<file path="src/gpw_pkg.sv">
// gpw_pkg: register map, reset values and field layout of the three-port gpio block
// assumes: 8-bit register port, byte-indexed offsets chosen locally
package gpw_pkg;
  // ****************************************
  // register offsets
  // ****************************************
  localparam logic [4:0] OFS_PORT_A_DATA      = 5'h00;
  localparam logic [4:0] OFS_PORT_A_DIRECTION = 5'h01;
  localparam logic [4:0] OFS_PORT_A_PULLUP    = 5'h02;
  localparam logic [4:0] OFS_PORT_A_WAKE      = 5'h03;
  localparam logic [4:0] OFS_PORT_B_DATA      = 5'h04;
  localparam logic [4:0] OFS_PORT_B_DIRECTION = 5'h05;
  localparam logic [4:0] OFS_PORT_B_PULLUP    = 5'h06;
  localparam logic [4:0] OFS_PORT_C_DATA      = 5'h08;
  localparam logic [4:0] OFS_PORT_C_DIRECTION = 5'h09;
  localparam logic [4:0] OFS_PORT_C_PULLUP    = 5'h0A;
  localparam logic [4:0] OFS_DRIVE_SEL_AB     = 5'h0C;
  localparam logic [4:0] OFS_DRIVE_SEL_C      = 5'h0D;
  localparam logic [4:0] OFS_FUNC_SEL_A       = 5'h10;
  localparam logic [4:0] OFS_FUNC_SEL_B       = 5'h11;
  localparam logic [4:0] OFS_FUNC_SEL_C       = 5'h12;
  localparam logic [4:0] OFS_IRQ_STATUS       = 5'h14;
  localparam logic [4:0] OFS_IRQ_MASK         = 5'h15;
  // ****************************************
  // widths and field layout
  // ****************************************
  localparam int PA_W = 8;
  localparam int PB_W = 4;
  localparam int PC_W = 2;
  localparam int LVL_W = 2;
  localparam int SEL_AB_W = 6;
  localparam int SEL_C_W = 2;
  localparam int FLD_PB_LVL = 4;
  localparam int FLD_PA_HI_LVL = 2;
  localparam int FLD_PA_LO_LVL = 0;
  localparam int FLD_PC_LVL = 0;
  localparam int IRQ_W = 1;
  localparam int IRQ_BIT_WAKE = 0;
  // ****************************************
  // reset values
  // ****************************************
  localparam logic [7:0] RST_DATA   = 8'hFF;
  localparam logic [7:0] RST_DIR    = 8'hFF;
  localparam logic [7:0] RST_PULLUP = 8'h00;
  localparam logic [7:0] RST_WAKE   = 8'h00;
  localparam logic [7:0] RST_LEVEL  = 8'h00;
  localparam logic [7:0] RST_FUNC   = 8'h00;
  localparam logic [7:0] RST_IRQ    = 8'h00;
endpackage

</file>
<file path="src/gpw_gpio.sv">
// gpw_gpio: three-port gpio with pull-ups, port a wake and drive levels
// assumes: pins arrive asynchronously, register port on clk_sys, power_down from core
//
// Decided for this implementation: the plain strobed port and the register addresses.
`timescale 1ns/1ps
module gpw_gpio (
  input  wire logic        clk_sys,
  input  wire logic        reset_n,
  input  wire logic [4:0]  reg_addr,
  input  wire logic [7:0]  reg_wdata,
  input  wire logic        reg_wr,
  input  wire logic        reg_rd,
  output logic      [7:0]  reg_rdata,
  input  wire logic        power_down,
  input  wire logic [7:0]  pa_in,
  output logic      [7:0]  pa_out,
  output logic      [7:0]  pa_oe,
  output logic      [7:0]  pa_pullup,
  output logic      [15:0] pa_level,
  input  wire logic [3:0]  pb_in,
  output logic      [3:0]  pb_out,
  output logic      [3:0]  pb_oe,
  output logic      [3:0]  pb_pullup,
  output logic      [7:0]  pb_level,
  input  wire logic [1:0]  pc_in,
  output logic      [1:0]  pc_out,
  output logic      [1:0]  pc_oe,
  output logic      [1:0]  pc_pullup,
  output logic      [3:0]  pc_level,
  output logic             wake_req,
  output logic             irq
);
  localparam int AW = gpw_pkg::PA_W;
  localparam int BW = gpw_pkg::PB_W;
  localparam int CW = gpw_pkg::PC_W;

  // ****************************************
  // register state
  // ****************************************
  logic [AW-1:0] a_data_ff, a_dir_ff, a_pu_ff, a_wake_ff, a_func_ff;
  logic [BW-1:0] b_data_ff, b_dir_ff, b_pu_ff, b_func_ff;
  logic [CW-1:0] c_data_ff, c_dir_ff, c_pu_ff, c_func_ff;
  logic [gpw_pkg::SEL_AB_W-1:0] sel_ab_ff;
  logic [gpw_pkg::SEL_C_W-1:0]  sel_c_ff;
  logic [gpw_pkg::IRQ_W-1:0]    irq_stat_ff, irq_mask_ff;
  logic [AW-1:0] nxt_a_data, nxt_a_dir, nxt_a_pu, nxt_a_wake, nxt_a_func;
  logic [BW-1:0] nxt_b_data, nxt_b_dir, nxt_b_pu, nxt_b_func;
  logic [CW-1:0] nxt_c_data, nxt_c_dir, nxt_c_pu, nxt_c_func;
  logic [gpw_pkg::SEL_AB_W-1:0] nxt_sel_ab;
  logic [gpw_pkg::SEL_C_W-1:0]  nxt_sel_c;
  logic [gpw_pkg::IRQ_W-1:0]    nxt_irq_stat, nxt_irq_mask;
  logic [7:0] rdata_ff, nxt_rdata;
  logic       wake_ff, nxt_wake, irq_ff, nxt_irq;
  logic [AW-1:0] a_prev_ff, nxt_a_prev;

  logic [AW-1:0] a_sync, a_read;
  logic [BW-1:0] b_sync, b_read;
  logic [CW-1:0] c_sync, c_read;
  logic          fall_any;

  // ****************************************
  // pin synchronisers and pad control
  // ****************************************
  gpw_sync #(.W(AW)) u_sync_a (.clk_sys(clk_sys), .reset_n(reset_n), .async_in(pa_in), .sync_out(a_sync));
  gpw_sync #(.W(BW)) u_sync_b (.clk_sys(clk_sys), .reset_n(reset_n), .async_in(pb_in), .sync_out(b_sync));
  gpw_sync #(.W(CW)) u_sync_c (.clk_sys(clk_sys), .reset_n(reset_n), .async_in(pc_in), .sync_out(c_sync));

  // port a splits into two halves with separate level codes
  gpw_pin_ctl #(.W(4)) u_ctl_a_lo (
    .clk_sys(clk_sys), .reset_n(reset_n), .data_latch(a_data_ff[3:0]), .dir_in(a_dir_ff[3:0]),
    .pullup_en(a_pu_ff[3:0]), .func_gpio(~a_func_ff[3:0]), .pin_sync(a_sync[3:0]),
    .level_sel(sel_ab_ff[gpw_pkg::FLD_PA_LO_LVL +: gpw_pkg::LVL_W]),
    .pad_out(pa_out[3:0]), .pad_oe(pa_oe[3:0]), .pad_pullup(pa_pullup[3:0]),
    .pad_level(pa_level[7:0]), .read_val(a_read[3:0]));
  gpw_pin_ctl #(.W(4)) u_ctl_a_hi (
    .clk_sys(clk_sys), .reset_n(reset_n), .data_latch(a_data_ff[7:4]), .dir_in(a_dir_ff[7:4]),
    .pullup_en(a_pu_ff[7:4]), .func_gpio(~a_func_ff[7:4]), .pin_sync(a_sync[7:4]),
    .level_sel(sel_ab_ff[gpw_pkg::FLD_PA_HI_LVL +: gpw_pkg::LVL_W]),
    .pad_out(pa_out[7:4]), .pad_oe(pa_oe[7:4]), .pad_pullup(pa_pullup[7:4]),
    .pad_level(pa_level[15:8]), .read_val(a_read[7:4]));
  gpw_pin_ctl #(.W(BW)) u_ctl_b (
    .clk_sys(clk_sys), .reset_n(reset_n), .data_latch(b_data_ff), .dir_in(b_dir_ff),
    .pullup_en(b_pu_ff), .func_gpio(~b_func_ff), .pin_sync(b_sync),
    .level_sel(sel_ab_ff[gpw_pkg::FLD_PB_LVL +: gpw_pkg::LVL_W]),
    .pad_out(pb_out), .pad_oe(pb_oe), .pad_pullup(pb_pullup),
    .pad_level(pb_level), .read_val(b_read));
  gpw_pin_ctl #(.W(CW)) u_ctl_c (
    .clk_sys(clk_sys), .reset_n(reset_n), .data_latch(c_data_ff), .dir_in(c_dir_ff),
    .pullup_en(c_pu_ff), .func_gpio(~c_func_ff), .pin_sync(c_sync),
    .level_sel(sel_c_ff[gpw_pkg::FLD_PC_LVL +: gpw_pkg::LVL_W]),
    .pad_out(pc_out), .pad_oe(pc_oe), .pad_pullup(pc_pullup),
    .pad_level(pc_level), .read_val(c_read));

  // ****************************************
  // wake detection
  // ****************************************
  // sampled history runs always, so the first powered-down cycle sees a true edge
  assign fall_any = |(a_prev_ff & ~a_sync & a_wake_ff & ~a_func_ff);

  always_comb begin
    nxt_a_prev = a_sync;
    nxt_wake = power_down & fall_any;
  end

  // ****************************************
  // register write and read
  // ****************************************
  always_comb begin
    nxt_a_data = a_data_ff;
    nxt_a_dir  = a_dir_ff;
    nxt_a_pu   = a_pu_ff;
    nxt_a_wake = a_wake_ff;
    nxt_a_func = a_func_ff;
    nxt_b_data = b_data_ff;
    nxt_b_dir  = b_dir_ff;
    nxt_b_pu   = b_pu_ff;
    nxt_b_func = b_func_ff;
    nxt_c_data = c_data_ff;
    nxt_c_dir  = c_dir_ff;
    nxt_c_pu   = c_pu_ff;
    nxt_c_func = c_func_ff;
    nxt_sel_ab = sel_ab_ff;
    nxt_sel_c  = sel_c_ff;
    nxt_irq_mask = irq_mask_ff;
    nxt_irq_stat = irq_stat_ff;
    nxt_rdata = 8'h00;
    // unimplemented bits are dropped by the part-selects
    if (reg_wr) begin
      if (reg_addr == gpw_pkg::OFS_PORT_A_DATA) begin
        nxt_a_data = reg_wdata;
      end else if (reg_addr == gpw_pkg::OFS_PORT_A_DIRECTION) begin
        nxt_a_dir = reg_wdata;
      end else if (reg_addr == gpw_pkg::OFS_PORT_A_PULLUP) begin
        nxt_a_pu = reg_wdata;
      end else if (reg_addr == gpw_pkg::OFS_PORT_A_WAKE) begin
        nxt_a_wake = reg_wdata;
      end else if (reg_addr == gpw_pkg::OFS_PORT_B_DATA) begin
        nxt_b_data = reg_wdata[BW-1:0];
      end else if (reg_addr == gpw_pkg::OFS_PORT_B_DIRECTION) begin
        nxt_b_dir = reg_wdata[BW-1:0];
      end else if (reg_addr == gpw_pkg::OFS_PORT_B_PULLUP) begin
        nxt_b_pu = reg_wdata[BW-1:0];
      end else if (reg_addr == gpw_pkg::OFS_PORT_C_DATA) begin
        nxt_c_data = reg_wdata[CW-1:0];
      end else if (reg_addr == gpw_pkg::OFS_PORT_C_DIRECTION) begin
        nxt_c_dir = reg_wdata[CW-1:0];
      end else if (reg_addr == gpw_pkg::OFS_PORT_C_PULLUP) begin
        nxt_c_pu = reg_wdata[CW-1:0];
      end else if (reg_addr == gpw_pkg::OFS_DRIVE_SEL_AB) begin
        nxt_sel_ab = reg_wdata[gpw_pkg::SEL_AB_W-1:0];
      end else if (reg_addr == gpw_pkg::OFS_DRIVE_SEL_C) begin
        nxt_sel_c = reg_wdata[gpw_pkg::SEL_C_W-1:0];
      end else if (reg_addr == gpw_pkg::OFS_FUNC_SEL_A) begin
        nxt_a_func = reg_wdata;
      end else if (reg_addr == gpw_pkg::OFS_FUNC_SEL_B) begin
        nxt_b_func = reg_wdata[BW-1:0];
      end else if (reg_addr == gpw_pkg::OFS_FUNC_SEL_C) begin
        nxt_c_func = reg_wdata[CW-1:0];
      end else if (reg_addr == gpw_pkg::OFS_IRQ_STATUS) begin
        nxt_irq_stat = irq_stat_ff & ~reg_wdata[gpw_pkg::IRQ_W-1:0];
      end else if (reg_addr == gpw_pkg::OFS_IRQ_MASK) begin
        nxt_irq_mask = reg_wdata[gpw_pkg::IRQ_W-1:0];
      end
    end
    // set after clear: an edge in the clearing cycle survives
    if (nxt_wake) begin
      nxt_irq_stat[gpw_pkg::IRQ_BIT_WAKE] = 1'b1;
    end
    if (reg_rd) begin
      if (reg_addr == gpw_pkg::OFS_PORT_A_DATA) begin
        nxt_rdata = a_read;
      end else if (reg_addr == gpw_pkg::OFS_PORT_A_DIRECTION) begin
        nxt_rdata = a_dir_ff;
      end else if (reg_addr == gpw_pkg::OFS_PORT_A_PULLUP) begin
        nxt_rdata = a_pu_ff;
      end else if (reg_addr == gpw_pkg::OFS_PORT_A_WAKE) begin
        nxt_rdata = a_wake_ff;
      end else if (reg_addr == gpw_pkg::OFS_PORT_B_DATA) begin
        nxt_rdata = {4'h0, b_read};
      end else if (reg_addr == gpw_pkg::OFS_PORT_B_DIRECTION) begin
        nxt_rdata = {4'h0, b_dir_ff};
      end else if (reg_addr == gpw_pkg::OFS_PORT_B_PULLUP) begin
        nxt_rdata = {4'h0, b_pu_ff};
      end else if (reg_addr == gpw_pkg::OFS_PORT_C_DATA) begin
        nxt_rdata = {6'h00, c_read};
      end else if (reg_addr == gpw_pkg::OFS_PORT_C_DIRECTION) begin
        nxt_rdata = {6'h00, c_dir_ff};
      end else if (reg_addr == gpw_pkg::OFS_PORT_C_PULLUP) begin
        nxt_rdata = {6'h00, c_pu_ff};
      end else if (reg_addr == gpw_pkg::OFS_DRIVE_SEL_AB) begin
        nxt_rdata = {2'h0, sel_ab_ff};
      end else if (reg_addr == gpw_pkg::OFS_DRIVE_SEL_C) begin
        nxt_rdata = {6'h00, sel_c_ff};
      end else if (reg_addr == gpw_pkg::OFS_FUNC_SEL_A) begin
        nxt_rdata = a_func_ff;
      end else if (reg_addr == gpw_pkg::OFS_FUNC_SEL_B) begin
        nxt_rdata = {4'h0, b_func_ff};
      end else if (reg_addr == gpw_pkg::OFS_FUNC_SEL_C) begin
        nxt_rdata = {6'h00, c_func_ff};
      end else if (reg_addr == gpw_pkg::OFS_IRQ_STATUS) begin
        nxt_rdata = {7'h00, irq_stat_ff};
      end else if (reg_addr == gpw_pkg::OFS_IRQ_MASK) begin
        nxt_rdata = {7'h00, irq_mask_ff};
      end
    end
    nxt_irq = |(nxt_irq_stat & nxt_irq_mask);
  end

  always_ff @(posedge clk_sys or negedge reset_n) begin
    if (!reset_n) begin
      a_data_ff <= gpw_pkg::RST_DATA[AW-1:0];
      a_dir_ff  <= gpw_pkg::RST_DIR[AW-1:0];
      a_pu_ff   <= gpw_pkg::RST_PULLUP[AW-1:0];
      a_wake_ff <= gpw_pkg::RST_WAKE[AW-1:0];
      a_func_ff <= gpw_pkg::RST_FUNC[AW-1:0];
      b_data_ff <= gpw_pkg::RST_DATA[BW-1:0];
      b_dir_ff  <= gpw_pkg::RST_DIR[BW-1:0];
      b_pu_ff   <= gpw_pkg::RST_PULLUP[BW-1:0];
      b_func_ff <= gpw_pkg::RST_FUNC[BW-1:0];
      c_data_ff <= gpw_pkg::RST_DATA[CW-1:0];
      c_dir_ff  <= gpw_pkg::RST_DIR[CW-1:0];
      c_pu_ff   <= gpw_pkg::RST_PULLUP[CW-1:0];
      c_func_ff <= gpw_pkg::RST_FUNC[CW-1:0];
      sel_ab_ff <= gpw_pkg::RST_LEVEL[gpw_pkg::SEL_AB_W-1:0];
      sel_c_ff  <= gpw_pkg::RST_LEVEL[gpw_pkg::SEL_C_W-1:0];
      irq_stat_ff <= gpw_pkg::RST_IRQ[gpw_pkg::IRQ_W-1:0];
      irq_mask_ff <= gpw_pkg::RST_IRQ[gpw_pkg::IRQ_W-1:0];
      rdata_ff  <= 8'h00;
      wake_ff   <= 1'b0;
      irq_ff    <= 1'b0;
      a_prev_ff <= {AW{1'b1}};
    end else begin
      a_data_ff <= nxt_a_data;
      a_dir_ff  <= nxt_a_dir;
      a_pu_ff   <= nxt_a_pu;
      a_wake_ff <= nxt_a_wake;
      a_func_ff <= nxt_a_func;
      b_data_ff <= nxt_b_data;
      b_dir_ff  <= nxt_b_dir;
      b_pu_ff   <= nxt_b_pu;
      b_func_ff <= nxt_b_func;
      c_data_ff <= nxt_c_data;
      c_dir_ff  <= nxt_c_dir;
      c_pu_ff   <= nxt_c_pu;
      c_func_ff <= nxt_c_func;
      sel_ab_ff <= nxt_sel_ab;
      sel_c_ff  <= nxt_sel_c;
      irq_stat_ff <= nxt_irq_stat;
      irq_mask_ff <= nxt_irq_mask;
      rdata_ff  <= nxt_rdata;
      wake_ff   <= nxt_wake;
      irq_ff    <= nxt_irq;
      a_prev_ff <= nxt_a_prev;
    end
  end

  assign reg_rdata = rdata_ff;
  assign wake_req = wake_ff;
  assign irq = irq_ff;
endmodule

</file>
<file path="src/gpw_pin_ctl.sv">
// gpw_pin_ctl: per-port pad control from data, direction, pull-up and level settings
// assumes: func_gpio high where the pin is given to general purpose io
`timescale 1ns/1ps
module gpw_pin_ctl #(
  parameter int W = 8
) (
  input  wire logic         clk_sys,
  input  wire logic         reset_n,
  input  wire logic [W-1:0] data_latch,
  input  wire logic [W-1:0] dir_in,
  input  wire logic [W-1:0] pullup_en,
  input  wire logic [W-1:0] func_gpio,
  input  wire logic [W-1:0] pin_sync,
  input  wire logic [1:0]   level_sel,
  output logic      [W-1:0] pad_out,
  output logic      [W-1:0] pad_oe,
  output logic      [W-1:0] pad_pullup,
  output logic      [W*2-1:0] pad_level,
  output logic      [W-1:0] read_val
);
  logic [W-1:0]   nxt_out;
  logic [W-1:0]   nxt_oe;
  logic [W-1:0]   nxt_pu;
  logic [W*2-1:0] nxt_lvl;
  logic [W-1:0]   out_ff;
  logic [W-1:0]   oe_ff;
  logic [W-1:0]   pu_ff;
  logic [W*2-1:0] lvl_ff;

  always_comb begin
    for (int i = 0; i < W; i++) begin
      nxt_out[i] = data_latch[i];
      nxt_oe[i] = func_gpio[i] & ~dir_in[i];
      // pull-up only on a gpio input; alt functions count as driven here
      nxt_pu[i] = pullup_en[i] & func_gpio[i] & dir_in[i];
      // level code only reaches a push-pull output
      nxt_lvl[i*2 +: 2] = nxt_oe[i] ? level_sel : 2'h0;
    end
  end

  always_ff @(posedge clk_sys or negedge reset_n) begin
    if (!reset_n) begin
      out_ff <= {W{1'b1}};
      oe_ff  <= {W{1'b0}};
      pu_ff  <= {W{1'b0}};
      lvl_ff <= {(W*2){1'b0}};
    end else begin
      out_ff <= nxt_out;
      oe_ff  <= nxt_oe;
      pu_ff  <= nxt_pu;
      lvl_ff <= nxt_lvl;
    end
  end

  // outputs read the latch, inputs the live synchronised pin
  assign read_val = (~dir_in & data_latch) | (dir_in & pin_sync);
  assign pad_out = out_ff;
  assign pad_oe = oe_ff;
  assign pad_pullup = pu_ff;
  assign pad_level = lvl_ff;
endmodule

</file>
<file path="src/gpw_sync.sv">
// gpw_sync: two-flop synchroniser for a vector of pin levels
// assumes: inputs asynchronous to clk_sys
`timescale 1ns/1ps
module gpw_sync #(
  parameter int W = 8
) (
  input  wire logic         clk_sys,
  input  wire logic         reset_n,
  input  wire logic [W-1:0] async_in,
  output logic      [W-1:0] sync_out
);
  logic [W-1:0] meta_ff;
  logic [W-1:0] sync_ff;

  // resets high so a pulled-up pin does not look like a falling edge
  always_ff @(posedge clk_sys or negedge reset_n) begin
    if (!reset_n) begin
      meta_ff <= {W{1'b1}};
      sync_ff <= {W{1'b1}};
    end else begin
      meta_ff <= async_in;
      sync_ff <= meta_ff;
    end
  end

  assign sync_out = sync_ff;
endmodule
</file>
<file path="config.mk">
export PLATFORM = sky130hd
export DESIGN_NAME = gpw_gpio
export DESIGN_NICKNAME = d
export VERILOG_FILES = /design/src/gpw_pkg.sv /design/src/gpw_gpio.sv /design/src/gpw_pin_ctl.sv /design/src/gpw_sync.sv
export SDC_FILE = /design/constraint.sdc
export NUM_CORES = 1
export LEC_CHECK = 0
export BUFFER_PORTS_ARGS = -buffer_cell sky130_fd_sc_hd__buf_2
export CAP_MARGIN = 20
export CORE_ASPECT_RATIO = 0.5
export CORE_MARGIN = 3
export CORE_UTILIZATION = 50
export DETAILED_ROUTE_END_ITERATION = 10
export PLACE_DENSITY = 0.81
export SLEW_MARGIN = 10
export SYNTH_ARGS = -nofsm -noshare
export SYNTH_HDL_FRONTEND = slang
export SYNTH_SLANG_ARGS = --single-unit
</file>
<file path="constraint.sdc">
create_clock -name clk_sys -period 1.9 [get_ports clk_sys]
set_clock_uncertainty 0.05 [all_clocks]
set_input_delay 0.19 -clock clk_sys [delete_from_list [all_inputs] [get_ports clk_sys]]
set_output_delay 0.19 -clock clk_sys [all_outputs]
set_load 0.02 [all_outputs]
</file>
==> flow_summary.json, run 1 <==
{
  "status": "completed",
  "cp-end-kind": "register",
  "drive_gt1_share_pct": 48.35,
  "rrSetupSlack_ps": 90,
  "final.period_utilization_pct": 95.21,
  "grt_pass1_wl_um": 31190,
  "total_leakage_power_nw": 4.290,
  "grt_max_degree": 51,
  "io_pins": 112,
  "clock_sinks": 190,
  "power_mw": 10.67,
  "cp.depth": 7,
  "holdWs_ps": 16.52,
  "synth.top_cell.area_share_pct": 37.57,
  "clk_pin_slew_ps": 70,
  "ir_worst_vdd_mv": 0.6864,
  "ctsResizeCount": 0,
  "reg2reg_from": "u_sync_a.sync_out[4]$_DFF_PN1_",
  "syn-cell-area_mm2": 0.007460,
  "cp.arrival_ps": 2070,
  "gp_congestion": 0.9732,
  "synthFlopType": "dfrtp_1",
  "timing.fmax_ghz": 0.5528,
  "clk_latency_ps": 420,
  "critical_path.endpoint": "irq$_DFF_PN0_",
  "initial_utilization_pct": 53.00,
  "diodes": 0,
  "criticalPathCategory": "reg -> reg",
  "hold_violations": 0,
  "portBuffers": 111,
  "cts_tree": "built",
  "rsz0062_at_grt": "no",
  "fin_setup_tns_ps": 0,
  "critPathMaxStageDelay_ps": 590,
  "maxCapViolations": 0,
  "finalSetupViolCount": 0,
  "cp_max_fo": 3,
  "htree_levels": 4,
  "via_count": 5200,
  "synthDistinctLibCells": 64,
  "vias_per_cell": 5.664,
  "startpoint": "u_sync_a.sync_out[4]$_DFF_PN1_",
  "async_reset_ff_share_pct": 100.0,
  "synth_area_leaders": "dfrtp_1, dfstp_2, mux2_2",
  "yosysTopAreaCell": "dfrtp_1",
  "die-height_um": 92.37,
  "grt-ovfl-total": 0,
  "dp.final_hpwl_um": 14180,
  "synthCells": 548,
  "clk_path_buf_depth": 2,
  "crit_family": "flip-flops",
  "required_ps": 2160,
  "synth_nets": 580,
  "antenna_left": 0,
  "die_w_um": 178.7,
  "cts_inserted_buffers": 17,
  "rows": 30,
  "syn_to_final_growth_pct": 24.12,
  "antenna_found_initial": 0,
  "p_per_area_mw_per_mm2": 1152,
  "period_needed_ps": 1809,
  "fin_nets": 745,
  "clockRootBuffer": "clkbuf_16",
  "coreArea_mm2": 0.01408,
  "yosysSeqAreaShare_pct": 65.05,
  "cp_cell_sequence": "nor4bb_1 > buf_4 > a31oi_1 > a31oi_1 > buf_4 > a21o_1 > and2_1",
  "slew_viol_final": 0,
  "grt_usage_pct": 25.22,
  "r2r-end": "irq$_DFF_PN0_",
  "synth_common_cells": "dfrtp_1, dfstp_2, mux2_2",
  "wl_per_cell_um": 21.31,
  "die_area_mm2": 0.01651,
  "drtIter0Drc": 399,
  "yosysMostFrequentCell": "dfrtp_1",
  "drt_pass1_iterations": 5,
  "reg2regPathDepth": 7,
  "worst_slew_pin_slew_ps": 425.2,
  "yosys_warnings": 0,
  "slowest_stage": "dfstp_2",
  "relSlewSlack_pct": 71.55,
  "syn_area_per_cell_um2": 13.61,
  "wl_um": 19570,
  "min_path_type": "in -> reg",
  "synth_seq_cells": 190,
  "grt_pass1_vias": 5411,
  "fillers": 1053,
  "startpoint_type": "register",
  "critPathBufInv": 2,
  "drc": 0,
  "synth-edff-count": 0
}
## how the worst min path moves through the flow
stage                 start                       end  slack, ps  cells after the start
2_1_floorplan       reset_n  a_func_ff[0]$_DFFE_PN0P_       -160                      0
3_3_place_gp        reset_n  a_wake_ff[7]$_DFFE_PN0P_         90                      1
3_5_place_dp        reset_n  a_func_ff[6]$_DFFE_PN0P_         90                      1
4_1_cts        reg_wdata[7]  a_func_ff[7]$_DFFE_PN0P_          8                      2
5_1_grt        reg_wdata[7]  a_data_ff[7]$_DFFE_PN1P_         10                      2
6_report       reg_wdata[7]  a_data_ff[7]$_DFFE_PN1P_         20                      2
## cells by family (layout without fill, tap and decap cells)
group / count (synthesis) / count (layout) / synth area share, %
AND/OR/NAND/NOR: 165 / 165 / 13.37
XOR/XNOR: 1 / 1 / 0.1174
flip-flops: 190 / 190 / 65.05
AO/OA/AOI/OAI: 81 / 81 / 7.447
multiplexers: 80 / 80 / 12.03
buffers and inverters: 31 / 209 / 1.996
## cell type report
cell class	instances	area (µm²)	share of cell area, %
clock buffer	20	478.0	5.162
clock inverter	12	111.4	1.203
inverter	7	26.28	0.2838
multi-input combinational	327	2459	26.55
sequential	190	4852	52.41
tap	192	240.2	2.595
timing repair buffer	170	1092	11.80
## layer usage
layer	wire, µm	share of wire, %	vias up	GRT usage (%)
met4	246	1.3	0	6.412
met5	0	0	-	0
met3	1591	8.1	24	6.224
met1	9230	47	2661	38.74
li1	-	-	2289	-
met2	8498	43	226	35.90
## cell usage in the layout (no fill, tap or decap), types with 5 or more instances in the layout
cell / n
a31oi_1: 9
mux2i_1: 6
buf_2: 110
nor3_1: 6
inv_1: 7
dlygate4sd3_1: 15
dfrtp_1: 112
a21oi_1: 12
nor3b_1: 5
inv_6: 5
buf_4: 40
clkbuf_16: 18
a211oi_1: 5
a22oi_1: 5
o21ai_0: 14
and3b_1: 6
and2_1: 33
mux2_2: 73
nor4bb_1: 6
nor2_1: 31
nor2b_1: 6
nand2_1: 18
o22ai_1: 5
nand3_1: 12
dfstp_2: 78
nand2b_1: 8
## sequential cells by signal, indices dropped and copies added (netlist names), 6 cells and up
name                  flops
a_data_ff                 8
a_dir_ff                  8
a_func_ff                 8
a_prev_ff                 8
a_pu_ff                   8
a_wake_ff                 8
reg_rdata                 8
sel_ab_ff                 6
u_ctl_a_hi.pad_level      8
u_ctl_a_lo.pad_level      8
u_ctl_b.pad_level         8
u_sync_a.meta_ff          8
u_sync_a.sync_out         8
## report_power, final
part           internal (mW)  switching, mW  total [mW]  leakage [nW]
clock                   1.88           1.63        3.51         0.290
combinational          0.765           1.09        1.86          1.73
sequential              4.83          0.462        5.30          2.27
total                   7.48           3.19        10.7          4.29
## stage by stage
step                cells  setup WS (ps)  cell area (µm²)  utilization, %
floorplan             548          377.0             7460               -
global placement      871          67.43             8519           60.52
detailed placement    871          1.745             8519           60.52
CTS                   918          109.9             9259           65.78
global route          918          20.28             9259           65.78
finish                918          91.07             9259           65.78
## repair_timing
| item | CTS | global route |
|---|---|---|
| endpoints found under the hold margin | 53 | 0 |
| setup buffers | 0 | 0 |
| hold buffers | 15 | 0 |
Note: power is estimated with default switching activity, not from simulation.
==> inputs of run 2 (changes only) <==
- PLACE_DENSITY: 0.81 -> 0.71
==> run 2 against run 1 <==
Net effect: register-to-register slack improved by 70 ps; setup slack gained 74 ps; non-clock buffer count unchanged; via count decreased by 2.0%; global-route usage decreased by 1.0 points; worst hold slack worse by 0.91 ps; clock power down 4%; critical endpoint is now reg_rdata[1]$_DFF_PN0_.
==> flow_summary.json, run 2 (synthesis gave the netlist of run 1 again) <==
{
  "final.period_utilization_pct": 91.30,
  "die-height_um": 92.37,
  "layout_commonest_cell": "dfrtp_1",
  "cts_setup_buffers": 0,
  "htree_levels": 4,
  "top_usage_layer": "met1",
  "p_per_area_mw_per_mm2": 1131,
  "seqPwrFrac_pct": 50.6,
  "rsz0062_at_grt": "no",
  "status": "completed",
  "hold_depth": 2,
  "clock_power_share_pct": 32.2,
  "fillers": 1108,
  "cp_cell_sequence": "mux2_4 > o221a_2 > a31oi_1 > o31ai_1 > o21a_1",
  "total_leakage_power_nw": 4.257,
  "fin_setup_tns_ps": 0,
  "comb_power_share_pct": 17.1,
  "period_needed_ps": 1735,
  "slew_viol_final": 0,
  "reg2reg_from": "a_wake_ff[1]$_DFFE_PN0P_",
  "critPathBufInv": 0,
  "rows": 30,
  "maxCapViolations": 0,
  "cts_tree": "built",
  "hold_end": "a_data_ff[7]$_DFFE_PN1P_",
  "clk_latency_ps": 420,
  "clk_path_buf_depth": 2,
  "grt_pass1_wl_um": 30130,
  "io_pins": 112,
  "r2r-end": "reg_rdata[1]$_DFF_PN0_",
  "antenna_found_initial": 0,
  "crit_family": "compound AO/OA/AOI/OAI gates",
  "syn_to_final_growth_pct": 23.53,
  "holdWs_ps": 15.61,
  "drc": 0,
  "die_w_um": 178.7,
  "use_met2_pct": 36.15,
  "grtUsageMet3_pct": 4.750,
  "dp.cells": 870,
  "rrSetupSlack_ps": 170,
  "dp.final_hpwl_um": 13420,
  "gp_congestion": 0.9081,
  "fin_nets": 745,
  "clockRootBuffer": "clkbuf_16",
  "switchingPower_mw": 3.107,
  "critPathMaxStageDelay_ps": 430,
  "startpoint_type": "register",
  "cts_inserted_buffers": 17,
  "clk_pin_slew_ps": 70,
  "vias_per_cell": 5.551,
  "portBuffers": 111,
  "ir_worst_vdd_mv": 0.5184,
  "wl_per_cell_um": 20.59,
  "reg2regPathDepth": 5,
  "finalSetupViolCount": 0,
  "fin_cells": 918,
  "min_path_type": "in -> reg",
  "drive_gt1_share_pct": 48.07,
  "criticalPathCategory": "reg -> reg",
  "worst_slew_pin_slew_ps": 447.9,
  "coreArea_mm2": 0.01408,
  "cp_max_fo": 4,
  "wl_um": 18900,
  "mostFrequentLayoutCells": "dfrtp_1, buf_2, dfstp_2",
  "timing.fmax_ghz": 0.5765,
  "die_area_mm2": 0.01651,
  "layout_setup_ws_ps": 165.4,
  "cp-end-kind": "register",
  "drtIter0Drc": 394,
  "hold_violations": 0,
  "relSlewSlack_pct": 70.08,
  "slowest_stage": "dfrtp_1",
  "switching_share_pct": 29.83,
  "antenna_left": 0,
  "pre_cts_ws_ps": 91.11,
  "drt_pass1_iterations": 5,
  "cp.arrival_ps": 1990,
  "clock_sinks": 190,
  "met1_usage_pct": 36.23,
  "required_ps": 2160,
  "grt_max_degree": 74,
  "p_int_mw": 7.311,
  "diodes": 0,
  "grt_pass1_vias": 5163,
  "grt_usage_pct": 24.20,
  "hp-start": "reg_wdata[7]",
  "initial_utilization_pct": 53.00,
  "via_count": 5096,
  "grt-ovfl-total": 0
}
-- run 2: worst max-delay path by stage --
stage,from,to,slack [ps],cells past startpoint
after floorplan,reg_addr[3],reg_rdata[5]$_DFF_PN0_,380,7
after global placement,reg_addr[1],reg_rdata[1]$_DFF_PN0_,120,7
after detailed placement,reg_addr[1],reg_rdata[1]$_DFF_PN0_,90,7
after CTS,u_sync_a.sync_out[5]$_DFF_PN1_,irq$_DFF_PN0_,170,5
after global routing,u_sync_a.sync_out[5]$_DFF_PN1_,irq$_DFF_PN0_,60,5
final,a_wake_ff[1]$_DFFE_PN0P_,reg_rdata[1]$_DFF_PN0_,170,5
-- run 2: area by class of cell --
cell class	instances	area [µm²]	area share [%]
clock buffers	18	429.2	4.657
clock inverters	14	126.4	1.371
flip-flops and latches	190	4852	52.65
multi-input cells	327	2459	26.68
inverters	7	26.28	0.2851
repair buffers	170	1082	11.74
well taps	192	240.2	2.607
-- run 2: per-stage QoR --
stage | area, µm² | util (%) | total power [mW]
6_report | 9215 | 65.47 | 10.42
5_1_grt | 9215 | 65.47 | 10.91
4_1_cts | 9215 | 65.47 | 10.49
3_5_place_dp | 8499 | 60.38 | 7.114
3_3_place_gp | 8499 | 60.38 | 7.069
2_1_floorplan | 7460 | - | 6.279
-- run 2: power groups by stage --
stage / registers [mW] / clock network [mW] / logic [mW]
floorplan: 5.58 / 0 / 0.703
global placement: 5.33 / 0 / 1.74
detailed placement: 5.35 / 0 / 1.77
CTS: 5.28 / 3.40 / 1.80
global route: 5.37 / 3.60 / 1.94
finish: 5.28 / 3.36 / 1.79
-- run 2: metal layers --
layer | vias up | share of wire [%]
met5 | - | 0
met4 | 0 | 1.7
met3 | 24 | 5.6
met2 | 160 | 45
met1 | 2621 | 48
li1 | 2291 | -
-- run 2: timing repair --
item,CTS,global route
endpoints found under the hold margin,139,0
gates resized for setup,0,0
setup endpoints to repair,0,0
hold buffers,16,0
